===== config.mk =====
export PLATFORM = sky130hd
export DESIGN_NAME = idc_config_regs
export DESIGN_NICKNAME = d
export VERILOG_FILES = /design/src/idc_pkg.sv /design/src/idc_config_regs.sv /design/src/idc_prescaler.sv
export VERILOG_INCLUDE_DIRS = /design/src /design/src/src
export SDC_FILE = /design/constraint.sdc
export NUM_CORES = 1
export LEC_CHECK = 0
export BUFFER_PORTS_ARGS = -buffer_cell sky130_fd_sc_hd__clkbuf_2
export CORE_MARGIN = 4
export CORE_UTILIZATION = 49
export DETAILED_ROUTE_END_ITERATION = 6
export PLACE_DENSITY = 0.84
export SYNTH_ARGS = -nofsm -noshare
export SYNTH_HDL_FRONTEND = slang
export SYNTH_HIERARCHICAL = 1
export SYNTH_SLANG_ARGS = --single-unit

===== constraint.sdc =====
create_clock -name CLK_I -period 1.9 [get_ports CLK_I]
set_clock_uncertainty 0.15 [all_clocks]
set_input_delay 0.38 -clock CLK_I [delete_from_list [all_inputs] [get_ports CLK_I]]
set_output_delay 0.38 -clock CLK_I [all_outputs]
set_load 0.005 [all_outputs]

===== src/idc_cfg.svh =====
// constants of the isolator driver configuration register bank
`ifndef IDC_CFG_SVH
`define IDC_CFG_SVH

// ==========================================================
// register offsets and address width
`define IDC_ADDR_W        4
`define IDC_OFS_THRESH    4'h4
`define IDC_OFS_CLKWD     4'h5
`define IDC_OFS_FILT      4'h6
`define IDC_OFS_MASK      4'h8

// ==========================================================
// reset values and writable bits
`define IDC_RST_THRESH    16'h6311
`define IDC_RST_CLKWD     16'hEF00
`define IDC_RST_FILT      16'h1B24
`define IDC_RST_MASK      16'h0000
`define IDC_WMASK_THRESH  16'h7F7F
`define IDC_WMASK_CLKWD   16'hFF1E
`define IDC_WMASK_FILT    16'h3FFF
`define IDC_WMASK_MASK    16'h7FFF

// ==========================================================
// field positions (least significant bit)
`define IDC_POS_TRIP_LSB  8
`define IDC_NEG_TRIP_LSB  0
`define IDC_TRIM_LSB      11
`define IDC_WDT_LSB       8
`define IDC_BRIDGE_BIT    4
`define IDC_TOPO_BIT      3
`define IDC_ORDER_BIT     2
`define IDC_REVISO_BIT    1
`define IDC_PRESC_LSB     6
`define IDC_POSDGL_LSB    3
`define IDC_NEGDGL_LSB    0
`define IDC_PINFN_LSB     13
`define IDC_EXTMASK_BIT   12

// ==========================================================
// clock trim weights in quarter percent
`define IDC_TRIM_W0       9'h009
`define IDC_TRIM_W1       9'h012
`define IDC_TRIM_W2       9'h024
`define IDC_TRIM_W3       9'h048
`define IDC_TRIM_W4       9'h090

// ==========================================================
// timing
`define IDC_CLK_MHZ       20
`define IDC_DGL_STEP_NS   250
`define IDC_DGL_STEP_CYC  ((`IDC_DGL_STEP_NS * `IDC_CLK_MHZ + 999) / 1000)
`define IDC_WDT0_US       10200
`define IDC_WDT1_US       20500
`define IDC_WDT2_US       30800
`define IDC_WDT3_US       41000
`define IDC_WDT4_US       82000
`define IDC_WDT5_US       328000
`define IDC_WDT6_US       655000
`define IDC_WDT7_US       1310000

`endif


===== src/idc_pkg.sv =====
// types of the isolator driver configuration register bank
package idc_pkg;

  // ==========================================================
  // modes and states
  typedef enum logic [1:0] {
    IDC_PIN_FAULT,
    IDC_PIN_CLOCK,
    IDC_PIN_IN_A,
    IDC_PIN_IN_B
  } idc_pin_type;

  typedef enum logic [1:0] {
    IDC_SEQ_IDLE,
    IDC_SEQ_FIRST,
    IDC_SEQ_DONE
  } idc_seq_type;

  // ==========================================================
  // decoded configuration
  typedef struct packed {
    logic [7:0]        pos_trip_mv;
    logic [7:0]        neg_trip_mv;
    logic signed [8:0] trim_qpct;
    logic [31:0]       wdt_cycles;
    logic              bridge_48v;
    logic              common_drain;
    logic              rev_iso_en;
    logic [1:0]        prescale_sel;
    logic [7:0]        pos_deglitch_cyc;
    logic [7:0]        neg_deglitch_cyc;
  } idc_cfg_type;

  typedef struct packed {
    logic [15:0] thresh;
    logic [15:0] clkwd;
    logic [15:0] filt;
    logic [15:0] mask;
    idc_cfg_type cfg;
    logic [15:0] rdata;
    logic        rvalid;
    idc_seq_type seq;
    logic        phase_dis;
    logic        supply_dis;
    logic [2:0]  sync;
    logic        pin_level;
    logic        pin_out;
    logic        pin_oe_n;
    logic        calib_clk;
    logic        tick;
  } idc_state_type;

  typedef struct packed {
    logic [2:0] cnt;
    logic       tick;
  } idc_presc_type;

endpackage


===== src/idc_config_regs.sv =====
// configuration register bank of the isolator gate-driver controller
`timescale 1ns/1ps
`include "idc_cfg.svh"

// Functional notes
// RULE1: positive trip level is code plus one mV
// RULE2: negative trip level is minus code plus one
// RULE3: clock trim bits add independent period weights
// RULE4: watchdog timeout chosen from eight values
// RULE5: order bit sets watchdog shutdown sequence
// RULE6: timer prescaler divides by 1, 2, 4, 8
// RULE7: positive deglitch time is code times 250ns
// RULE8: negative deglitch time is code times 250ns
// RULE9: fault pin: indicator, calibration clock, or input
// RULE10: mask bits keep faults off the pin
// RULE11: bridge voltage and topology select bits
// RULE12: reverse-supply current isolation enable bit
// RULE13: reads return last written values, no side effects; the code reads non-writable bits as zero
module idc_config_regs #(
  parameter int unsigned WDT_CYC [8] = '{
    `IDC_WDT0_US * `IDC_CLK_MHZ, `IDC_WDT1_US * `IDC_CLK_MHZ,
    `IDC_WDT2_US * `IDC_CLK_MHZ, `IDC_WDT3_US * `IDC_CLK_MHZ,
    `IDC_WDT4_US * `IDC_CLK_MHZ, `IDC_WDT5_US * `IDC_CLK_MHZ,
    `IDC_WDT6_US * `IDC_CLK_MHZ, `IDC_WDT7_US * `IDC_CLK_MHZ}
) (
  input  wire logic                   CLK_I,
  input  wire logic                   RST_N_I,
  input  wire logic [`IDC_ADDR_W-1:0] REG_ADDR_I,
  input  wire logic [15:0]            REG_WDATA_I,
  input  wire logic                   REG_WR_I,
  input  wire logic                   REG_RD_I,
  output logic [15:0]                 REG_RDATA_O,
  output logic                        REG_RVALID_O,
  input  wire logic [12:0]            FAULTS_I,
  input  wire logic                   WDT_EXPIRED_I,
  input  wire logic                   SEQ_CLEAR_I,
  output logic                        PHASE_DIS_O,
  output logic                        SUPPLY_DIS_O,
  output idc_pkg::idc_cfg_type        CFG_O,
  output logic                        OC_TIMER_TICK_O,
  input  wire logic                   FAULT_PIN_I,
  output logic                        FAULT_PIN_O,
  output logic                        FAULT_PIN_OE_N_O,
  output logic                        FAULT_PIN_LEVEL_O
);

  idc_pkg::idc_state_type s_r;
  idc_pkg::idc_state_type s_nxt;
  idc_pkg::idc_pin_type   pin_fn;
  logic                   presc_tick;
  logic                   fault_any;

  // ==========================================================
  // field decode, shared by reset and run time
  function automatic idc_pkg::idc_cfg_type decode(input logic [15:0] th,
                                                  input logic [15:0] cw,
                                                  input logic [15:0] fl);
    idc_pkg::idc_cfg_type c;
    logic signed [8:0]    t;
    logic [4:0]           tb;
    c = '0;
    tb = cw[`IDC_TRIM_LSB +: 5];
    c.pos_trip_mv = {1'b0, th[`IDC_POS_TRIP_LSB +: 7]} + 8'h01; // RULE1
    c.neg_trip_mv = {1'b0, th[`IDC_NEG_TRIP_LSB +: 7]} + 8'h01; // RULE2
    t = 9'sh000;
    // weights add independently; bit 4 shortens the period
    if (tb[0]) t = t + `IDC_TRIM_W0; // RULE3
    if (tb[1]) t = t + `IDC_TRIM_W1; // RULE3
    if (tb[2]) t = t + `IDC_TRIM_W2; // RULE3
    if (tb[3]) t = t + `IDC_TRIM_W3; // RULE3
    if (tb[4]) t = t - `IDC_TRIM_W4; // RULE3
    c.trim_qpct = t;
    c.wdt_cycles = WDT_CYC[cw[`IDC_WDT_LSB +: 3]]; // RULE4
    c.bridge_48v = cw[`IDC_BRIDGE_BIT]; // RULE11
    c.common_drain = cw[`IDC_TOPO_BIT]; // RULE11
    c.rev_iso_en = cw[`IDC_REVISO_BIT]; // RULE12
    c.prescale_sel = fl[`IDC_PRESC_LSB +: 2]; // RULE6
    c.pos_deglitch_cyc = 8'(fl[`IDC_POSDGL_LSB +: 3] * `IDC_DGL_STEP_CYC); // RULE7
    c.neg_deglitch_cyc = 8'(fl[`IDC_NEGDGL_LSB +: 3] * `IDC_DGL_STEP_CYC); // RULE8
    return c;
  endfunction

  idc_prescaler u_presc (
    .CLK_I   (CLK_I),
    .RST_N_I (RST_N_I),
    .sel_i   (s_r.cfg.prescale_sel),
    .tick_o  (presc_tick)
  );

  assign pin_fn = idc_pkg::idc_pin_type'(s_r.mask[`IDC_PINFN_LSB +: 2]);
  assign fault_any = |(FAULTS_I & ~s_r.mask[12:0]); // RULE10

  // ==========================================================
  // next state
  always_comb begin
    s_nxt = s_r;
    s_nxt.rvalid = 1'b0;
    // register access; a write only touches its own register
    if (REG_WR_I) begin
      case (REG_ADDR_I)
        `IDC_OFS_THRESH: s_nxt.thresh = REG_WDATA_I & `IDC_WMASK_THRESH; // RULE13
        `IDC_OFS_CLKWD:  s_nxt.clkwd = REG_WDATA_I & `IDC_WMASK_CLKWD; // RULE13
        `IDC_OFS_FILT:   s_nxt.filt = REG_WDATA_I & `IDC_WMASK_FILT; // RULE13
        `IDC_OFS_MASK:   s_nxt.mask = REG_WDATA_I & `IDC_WMASK_MASK; // RULE13
        default: ;
      endcase
    end
    if (REG_RD_I) begin
      s_nxt.rvalid = 1'b1;
      case (REG_ADDR_I)
        `IDC_OFS_THRESH: s_nxt.rdata = s_r.thresh; // RULE13
        `IDC_OFS_CLKWD:  s_nxt.rdata = s_r.clkwd; // RULE13
        `IDC_OFS_FILT:   s_nxt.rdata = s_r.filt; // RULE13
        `IDC_OFS_MASK:   s_nxt.rdata = s_r.mask; // RULE13
        default:         s_nxt.rdata = 16'h0000;
      endcase
    end
    s_nxt.cfg = decode(s_nxt.thresh, s_nxt.clkwd, s_nxt.filt);
    s_nxt.tick = presc_tick;

    // watchdog shutdown sequencer; a new expiry beats a clear
    case (s_r.seq)
      idc_pkg::IDC_SEQ_IDLE: begin
        if (WDT_EXPIRED_I) begin
          s_nxt.seq = idc_pkg::IDC_SEQ_FIRST;
          if (s_r.clkwd[`IDC_ORDER_BIT]) begin
            s_nxt.supply_dis = 1'b1; // RULE5
          end else begin
            s_nxt.phase_dis = 1'b1; // RULE5
          end
        end
      end
      idc_pkg::IDC_SEQ_FIRST: begin
        s_nxt.seq = idc_pkg::IDC_SEQ_DONE;
        s_nxt.phase_dis = 1'b1; // RULE5
        s_nxt.supply_dis = 1'b1; // RULE5
      end
      idc_pkg::IDC_SEQ_DONE: begin
        if (SEQ_CLEAR_I && !WDT_EXPIRED_I) begin
          s_nxt.seq = idc_pkg::IDC_SEQ_IDLE;
          s_nxt.phase_dis = 1'b0;
          s_nxt.supply_dis = 1'b0;
        end
      end
      default: begin
        s_nxt.seq = idc_pkg::IDC_SEQ_IDLE;
      end
    endcase

    // pin input: three flops, a change counts once the last two agree
    s_nxt.sync = {s_r.sync[1:0], FAULT_PIN_I};
    if (s_r.sync[2] == s_r.sync[1]) begin
      s_nxt.pin_level = s_r.sync[2];
    end

    // pin drive; fault indication is active low
    s_nxt.calib_clk = ~s_r.calib_clk;
    case (pin_fn)
      idc_pkg::IDC_PIN_FAULT: begin
        s_nxt.pin_oe_n = 1'b0; // RULE9
        s_nxt.pin_out = ~fault_any; // RULE10
      end
      idc_pkg::IDC_PIN_CLOCK: begin
        s_nxt.pin_oe_n = 1'b0; // RULE9
        s_nxt.pin_out = s_r.calib_clk; // RULE9
      end
      default: begin
        s_nxt.pin_oe_n = 1'b1; // RULE9
        s_nxt.pin_out = 1'b1;
      end
    endcase
  end

  always_ff @(posedge CLK_I or negedge RST_N_I) begin
    if (!RST_N_I) begin
      s_r <= '0;
      s_r.thresh <= `IDC_RST_THRESH;
      s_r.clkwd <= `IDC_RST_CLKWD;
      s_r.filt <= `IDC_RST_FILT;
      s_r.mask <= `IDC_RST_MASK; // RULE10
      s_r.cfg <= decode(`IDC_RST_THRESH, `IDC_RST_CLKWD, `IDC_RST_FILT);
      s_r.seq <= idc_pkg::IDC_SEQ_IDLE;
      s_r.pin_out <= 1'b1;
    end else begin
      s_r <= s_nxt;
    end
  end

  // ==========================================================
  // outputs
  assign REG_RDATA_O = s_r.rdata;
  assign REG_RVALID_O = s_r.rvalid;
  assign PHASE_DIS_O = s_r.phase_dis;
  assign SUPPLY_DIS_O = s_r.supply_dis;
  assign CFG_O = s_r.cfg;
  assign OC_TIMER_TICK_O = s_r.tick;
  assign FAULT_PIN_O = s_r.pin_out;
  assign FAULT_PIN_OE_N_O = s_r.pin_oe_n;
  assign FAULT_PIN_LEVEL_O = s_r.pin_level;
endmodule


===== src/idc_prescaler.sv =====
// overcurrent timer clock prescaler: one tick every 1, 2, 4 or 8 cycles
`timescale 1ns/1ps

module idc_prescaler (
  input  wire logic       CLK_I,
  input  wire logic       RST_N_I,
  input  wire logic [1:0] sel_i,
  output logic            tick_o
);

  idc_pkg::idc_presc_type s_r;
  idc_pkg::idc_presc_type s_nxt;
  logic [2:0]             mask;

  // ==========================================================
  // divider
  always_comb begin
    mask = 3'h0;
    case (sel_i)
      2'h0: mask = 3'h0;
      2'h1: mask = 3'h1;
      2'h2: mask = 3'h3;
      2'h3: mask = 3'h7;
      default: mask = 3'h0;
    endcase
    s_nxt = s_r;
    s_nxt.cnt = s_r.cnt + 3'h1;
    s_nxt.tick = (s_r.cnt & mask) == mask; // RULE6
  end

  always_ff @(posedge CLK_I or negedge RST_N_I) begin
    if (!RST_N_I) begin
      s_r <= '0;
    end else begin
      s_r <= s_nxt;
    end
  end

  assign tick_o = s_r.tick;

endmodule

# Yosys cells after proc, flatten, opt, wreduce, memory -nomap -nowiden
# Memory sizes are Yosys's and may differ from the RTL's. A register that Yosys moved wholly into a read port is not among the register bits.
# Index checks and enable logic that the tools add are counted.
[totals] output_inout_bits=101 rom_bits=256 word_cells=94 n_memories=1 reg_bits=130
[op_classes] mux=20 bitwise=6 add_sub_neg=7 mul=2 n_reduce_logical=14 n_eq_ne=16
[memory_table] name="(name not given)" depth=8 word_bits=32 read_ports=1 rd_clocked_by_memory_dff=1 write_ports=0 line="idc_config_regs.sv:73" source="c.wdt_cycles = WDT_CYC[cw[`IDC_WDT_LSB +: 3]];"
[ops] op="$pmux W16 S4" n=1
[ops] op="$mux W63" n=1
[ops] op="$mux W9" n=4
[ops] op="$mux W15" n=2
[ops] op="$add A7 B1 Y8 const B" n=2
[ops] op="$mux W16" n=1
[ops] op="$mux W14" n=1
[ops] op="$and A13 B13 Y13" n=1
[ops] op="$not A13 Y13" n=1
[ops] op="$reduce_or A13 Y1" n=1
[ops] op="$eq A4 B3 Y1 const B" n=3
[ops] op="$mul A3 B3 Y6 const B" n=2
[ops] op="$mux W4" n=3
[ops] op="$pmux W2 S3" n=2
[ops] op="$pmux W3 S4" n=1
[ops] op="$add A9 B5 Y9 const B" n=1
[ops] op="$add A9 B6 Y9 const B" n=1
[ops] op="$add A9 B7 Y9 const B" n=1
[ops] op="$sub A9 B8 Y9 const B" n=1
[ops] op="$ne A2 B2 Y1 const B" n=4
[ops] op="$reduce_and A2 Y1" n=4
[ops] op="$reduce_and A4 Y1" n=2
[ops] op="$eq A2 B1 Y1 const B" n=3
[ops] op="$eq A2 B2 Y1 const B" n=3
[ops] op="other kinds (13)" n=19

# Logic depth before layout (Yosys ltp)
[depth] ltp_word=12 depth_mapped=12 depth_no_buf=11

# Cells and area by module
# Netlist, hierarchy kept.
[modules_own_cells] module="idc_config_regs" seq_area_each_um2=3331.9 cells_per_inst=535 instances=1 area_each_um2=6316.1
[modules_own_cells] module="idc_prescaler" seq_area_each_um2=100.1 cells_per_inst=11 instances=1 area_each_um2=158.9

# Worst setup path after synthesis
# OpenSTA, ideal clock, no wires.
[synth_path] path_kind="input -> register" start="in REG_ADDR_I[3]" end="reg s_r (netlist bit CFG_O[59])" required_time_ps=1675 n_path_buf=1 setup_ps=75 slack_ps=-925 arrival_time_ps=2600 path_stages=12 cell_sequence="nand3b_2 -> nor2_2 -> buf_4 -> mux2_2 -> ha_1 -> ha_1 -> nand2_1 -> a211oi_1 -> nor2_1 -> ha_1 -> nand2_1 -> xor2_1"
[synth_lines] item="from (decl)" line="idc_config_regs.sv:28" source="input wire logic [`IDC_ADDR_W-1:0] REG_ADDR_I,"
[synth_lines] item="to (signal assigned)" line="idc_config_regs.sv:185" source="s_r <= s_nxt;"
[synth_lines] item="to (decl)" line="idc_config_regs.sv:47" source="idc_pkg::idc_state_type s_r;"

==> impl_metrics.json <==
{
  "rsz0062_at_grt": "yes",
  "drive_gt1_share_pct": 52.3,
  "ios": 141,
  "synth-seq-cells": 135,
  "timing.fmax_mhz": 469,
  "totalNegativeSetupSlack_ns": -1.05,
  "cts_sinks": 135,
  "dp.cells": 819,
  "hold_path.class": "in2reg",
  "start_util_pct": 50.7,
  "violations": "negative setup slack",
  "final_cell_area_sq_mm": 0.00824,
  "io_buffers": 125,
  "cp_slowest_cell": "mux2_4",
  "wl_per_cell_microns": 17.9,
  "die_width_microns": 123,
  "crit_chain": "buf_6 > nand2b_4 > nor2_4 > mux2_4 > ha_4 > ha_4 > nand2_2 > a211oi_2 > nor2_2 > buf_4 > buf_6 > mux2i_1",
  "powerDensity_mw_per_mm2": 1240,
  "critPathLaunchType": "primary input",
  "grt_max_degree": 50,
  "power_leakage_nw": 4.01,
  "crit_path_end_kind": "flip-flop",
  "max_slew.worst_pin.slew_ns": 0.718,
  "postSynthAreaPerCell_sq_um": 11.9,
  "synth_compound_area_share_pct": 9.43,
  "fp.dieArea_sq_mm": 0.0151,
  "status": "complete, but fails checks",
  "drt-initial-drc-count": 200,
  "setup_viol": 5,
  "synth_mux_area_share_pct": 9.87,
  "diodes": 0,
  "cts_htree_levels": 4,
  "power_mw": 10.2,
  "drt_wl_total_microns": 15500,
  "arrival_ns": 2.32,
  "post-place-ws_ns": -0.708,
  "final_nets": 741,
  "synth_seq_area_share_pct": 53.0,
  "fp.dieH_microns": 123,
  "peakVddDrop_v": 0.000781,
  "postLayoutCoreUtil_pct": 64.5,
  "finalWorstSetupSlack_ns": -0.233,
  "crit_fanout": 4,
  "synth_top_family_by_area": "buffers and inverters",
  "cpPeakStageDelay_ns": 0.34,
  "grt_pass1_vias": 4633,
  "r2r_setup_slack_ns": -0.16,
  "hold_ws_ns": 0.0854,
  "ys_warn_count": 6,
  "antenna_found_initial": 0,
  "synth-adder-area-share_pct": 4.41,
  "netlist_area_sq_mm": 0.00647,
  "synth_cell_type_count": 54,
  "first_pass_iters": 5,
  "cts_buffer_depth": 2,
  "rows": 41,
  "tritoncts": "built",
  "vias_per_cell": 5.13,
  "grt_pass1_wl_microns": 24100,
  "hold_depth": 2,
  "cts-root-buf": "clkbuf_16",
  "path_clk_slew_ns": 0.06,
  "gp_congestion": 0.821,
  "finalCriticalPeriod_ns": 2.13,
  "syn_inst": 546,
  "maxCapViolations": 0,
  "synthXorXnorAreaFrac_pct": 1.89,
  "dpl-instance-area_sq_mm": 0.00740,
  "timing.final.crit_share_pct": 112,
  "cp.required_ns": 2.09,
  "r2r_cells": 9,
  "report.final.slew_viol_count": 0,
  "coreArea_sq_mm": 0.0128,
  "maxSlewHeadroom_pct": 50.9,
  "numCtsBuffers": 17,
  "hold_viol_final": 0,
  "synthToLayoutAreaGrowth_pct": 27.2,
  "grt_usage_pct": 21.0,
  "synthSimpleGateAreaFrac_pct": 6.53,
  "hpwlAfterDp_microns": 11400,
  "dr_total_vias": 4434,
  "grt_overflow": 0,
  "drcViolationCount": 0,
  "antenna_left": 0,
  "worstSetupPathType": "in2reg",
  "clk_latency_ns": 0.41,
  "stdcell_count": 864,
  "fill_cells": 942
}
-- where the power goes --
group / total (mW) / leakage (nW) / switching [mW] / internal (mW)
sequential: 4.11 / 1.60 / 0.389 / 3.72
clock: 3.57 / 0.306 / 1.17 / 2.40
combinational: 2.51 / 2.10 / 1.20 / 1.31
total: 10.2 / 4.01 / 2.76 / 7.44
-- area by class of cell --
class | count | area [sq um] | share of cell area, %
Sequential cell | 135 | 3430 | 41.7
Tap cell | 172 | 215 | 2.61
Multi-Input combinational cell | 270 | 2450 | 29.7
Clock inverter | 7 | 166 | 2.02
Clock buffer | 25 | 475 | 5.77
Inverter | 47 | 176 | 2.14
Timing Repair Buffer | 208 | 1320 | 16.0
-- timing repair --
action                     in CTS  in global routing
buffers inserted                2                 11
setup endpoints to repair       6                 13
hold endpoints to repair       26                  0
hold buffers                    2                  0
resized for setup               3                 15
cloned                          0                  0
pin swaps                       4                  9
-- path summary, 6_finish.rpt --
kind                                           from                        end
max                                   REG_ADDR_I[1]        CFG_O[58]$_DFF_PN1_
min                                  REG_WDATA_I[7]       s_r[114]$_DFFE_PN0P_
max reg2reg                     CFG_O[54]$_DFF_PN0_        CFG_O[58]$_DFF_PN1_
min reg2reg                u_presc/tick_o$_DFF_PN0_  OC_TIMER_TICK_O$_DFF_PN0_
max in group asynchronous                   RST_N_I        CFG_O[72]$_DFF_PN1_
min in group asynchronous                   RST_N_I        CFG_O[34]$_DFF_PN0_
-- cell usage after synthesis, drive strengths merged --
master	count	share of area, %
buf	102	12
dfrtp	92	36
inv	47	2.7
mux2	47	8.2
dfstp	43	17
ha	22	4.3
o22ai	21	2.0
nand2	19	1.4
nor2	14	0.85
a21oi	12	0.99
a221oi	11	1.5
a22o	11	1.5
mux2i	11	1.7
nand3	9	0.70
o21ai	9	0.70
nor3	8	0.62
xor2	8	1.1
nand2b	7	0.68
clkbuf	6	0.35
nor2b	6	0.62
xnor2	6	0.81
a222oi	4	0.62
nor3b	4	0.71
a22oi	3	0.35
a211oi	2	0.23
a21boi	2	0.23
a221o	2	0.31
and3	2	0.19
or2	2	0.19
a2111oi	1	0.14
a21o	1	0.12
a31oi	1	0.097
a32oi	1	0.14
a41oi	1	0.14
and2	1	0.097
and3b	1	0.14
conb	1	0.058
maj3	1	0.15
nand3b	1	0.17
nand4	1	0.097
nor4	1	0.097
o221ai	1	0.23
o2bb2a	1	0.15
-- sequential cells by signal, summed over array words and instances (netlist names), 2 cells and up --
name	flops
s_nxt	2
REG_RDATA_O	16
pin_fn	2
s_r	49
CFG_O	55
u_presc/s_r	3
-- layout by cell type (no fill, tap or decap), types with 4 or more instances in the layout --
master / count
dfstp_2: 43
buf_6: 6
nor2b_1: 4
ha_1: 10
clkbuf_2: 122
buf_4: 75
dfrtp_1: 92
a21oi_1: 11
clkbuf_16: 17
bufinv_16: 5
nor2_1: 10
nand3_1: 8
inv_1: 47
clkbuf_1: 6
xnor2_1: 6
a22o_1: 11
mux2_4: 9
o21ai_0: 4
nand2_1: 14
o22ai_1: 21
a221oi_1: 11
xor2_1: 8
mux2_2: 38
conb_1: 15
nor3_1: 7
mux2i_1: 9
ha_4: 12
nand2b_1: 5
a222oi_1: 4
-- worst max-delay path, delay by kind of cell --
kind | cells | cell delay, ns
AND/OR/NAND/NOR | 4 | 0.48
multiplexers | 2 | 0.46
adder cells (fa/ha/maj) | 2 | 0.43
buffers and inverters | 3 | 0.34
AO/OA/AOI/OAI | 1 | 0.21
-- cells by family after synthesis --
kind of cell / after synthesis
adder cells (fa/ha/maj): 23
other: 1
buffers and inverters: 155
AND/OR/NAND/NOR: 76
AO/OA/AOI/OAI: 84
flip-flops: 135
XOR/XNOR: 14
multiplexers: 58
-- routing by layer --
metal	global-route usage (%)	share of wire, %	vias to the layer above
li1	-	-	2036
met2	34.7	50	201
met4	8.33	1.8	0
met5	0	0	-
met1	26.6	41	2174
met3	5.26	6.6	23
Power figures use the tool's default switching activity.
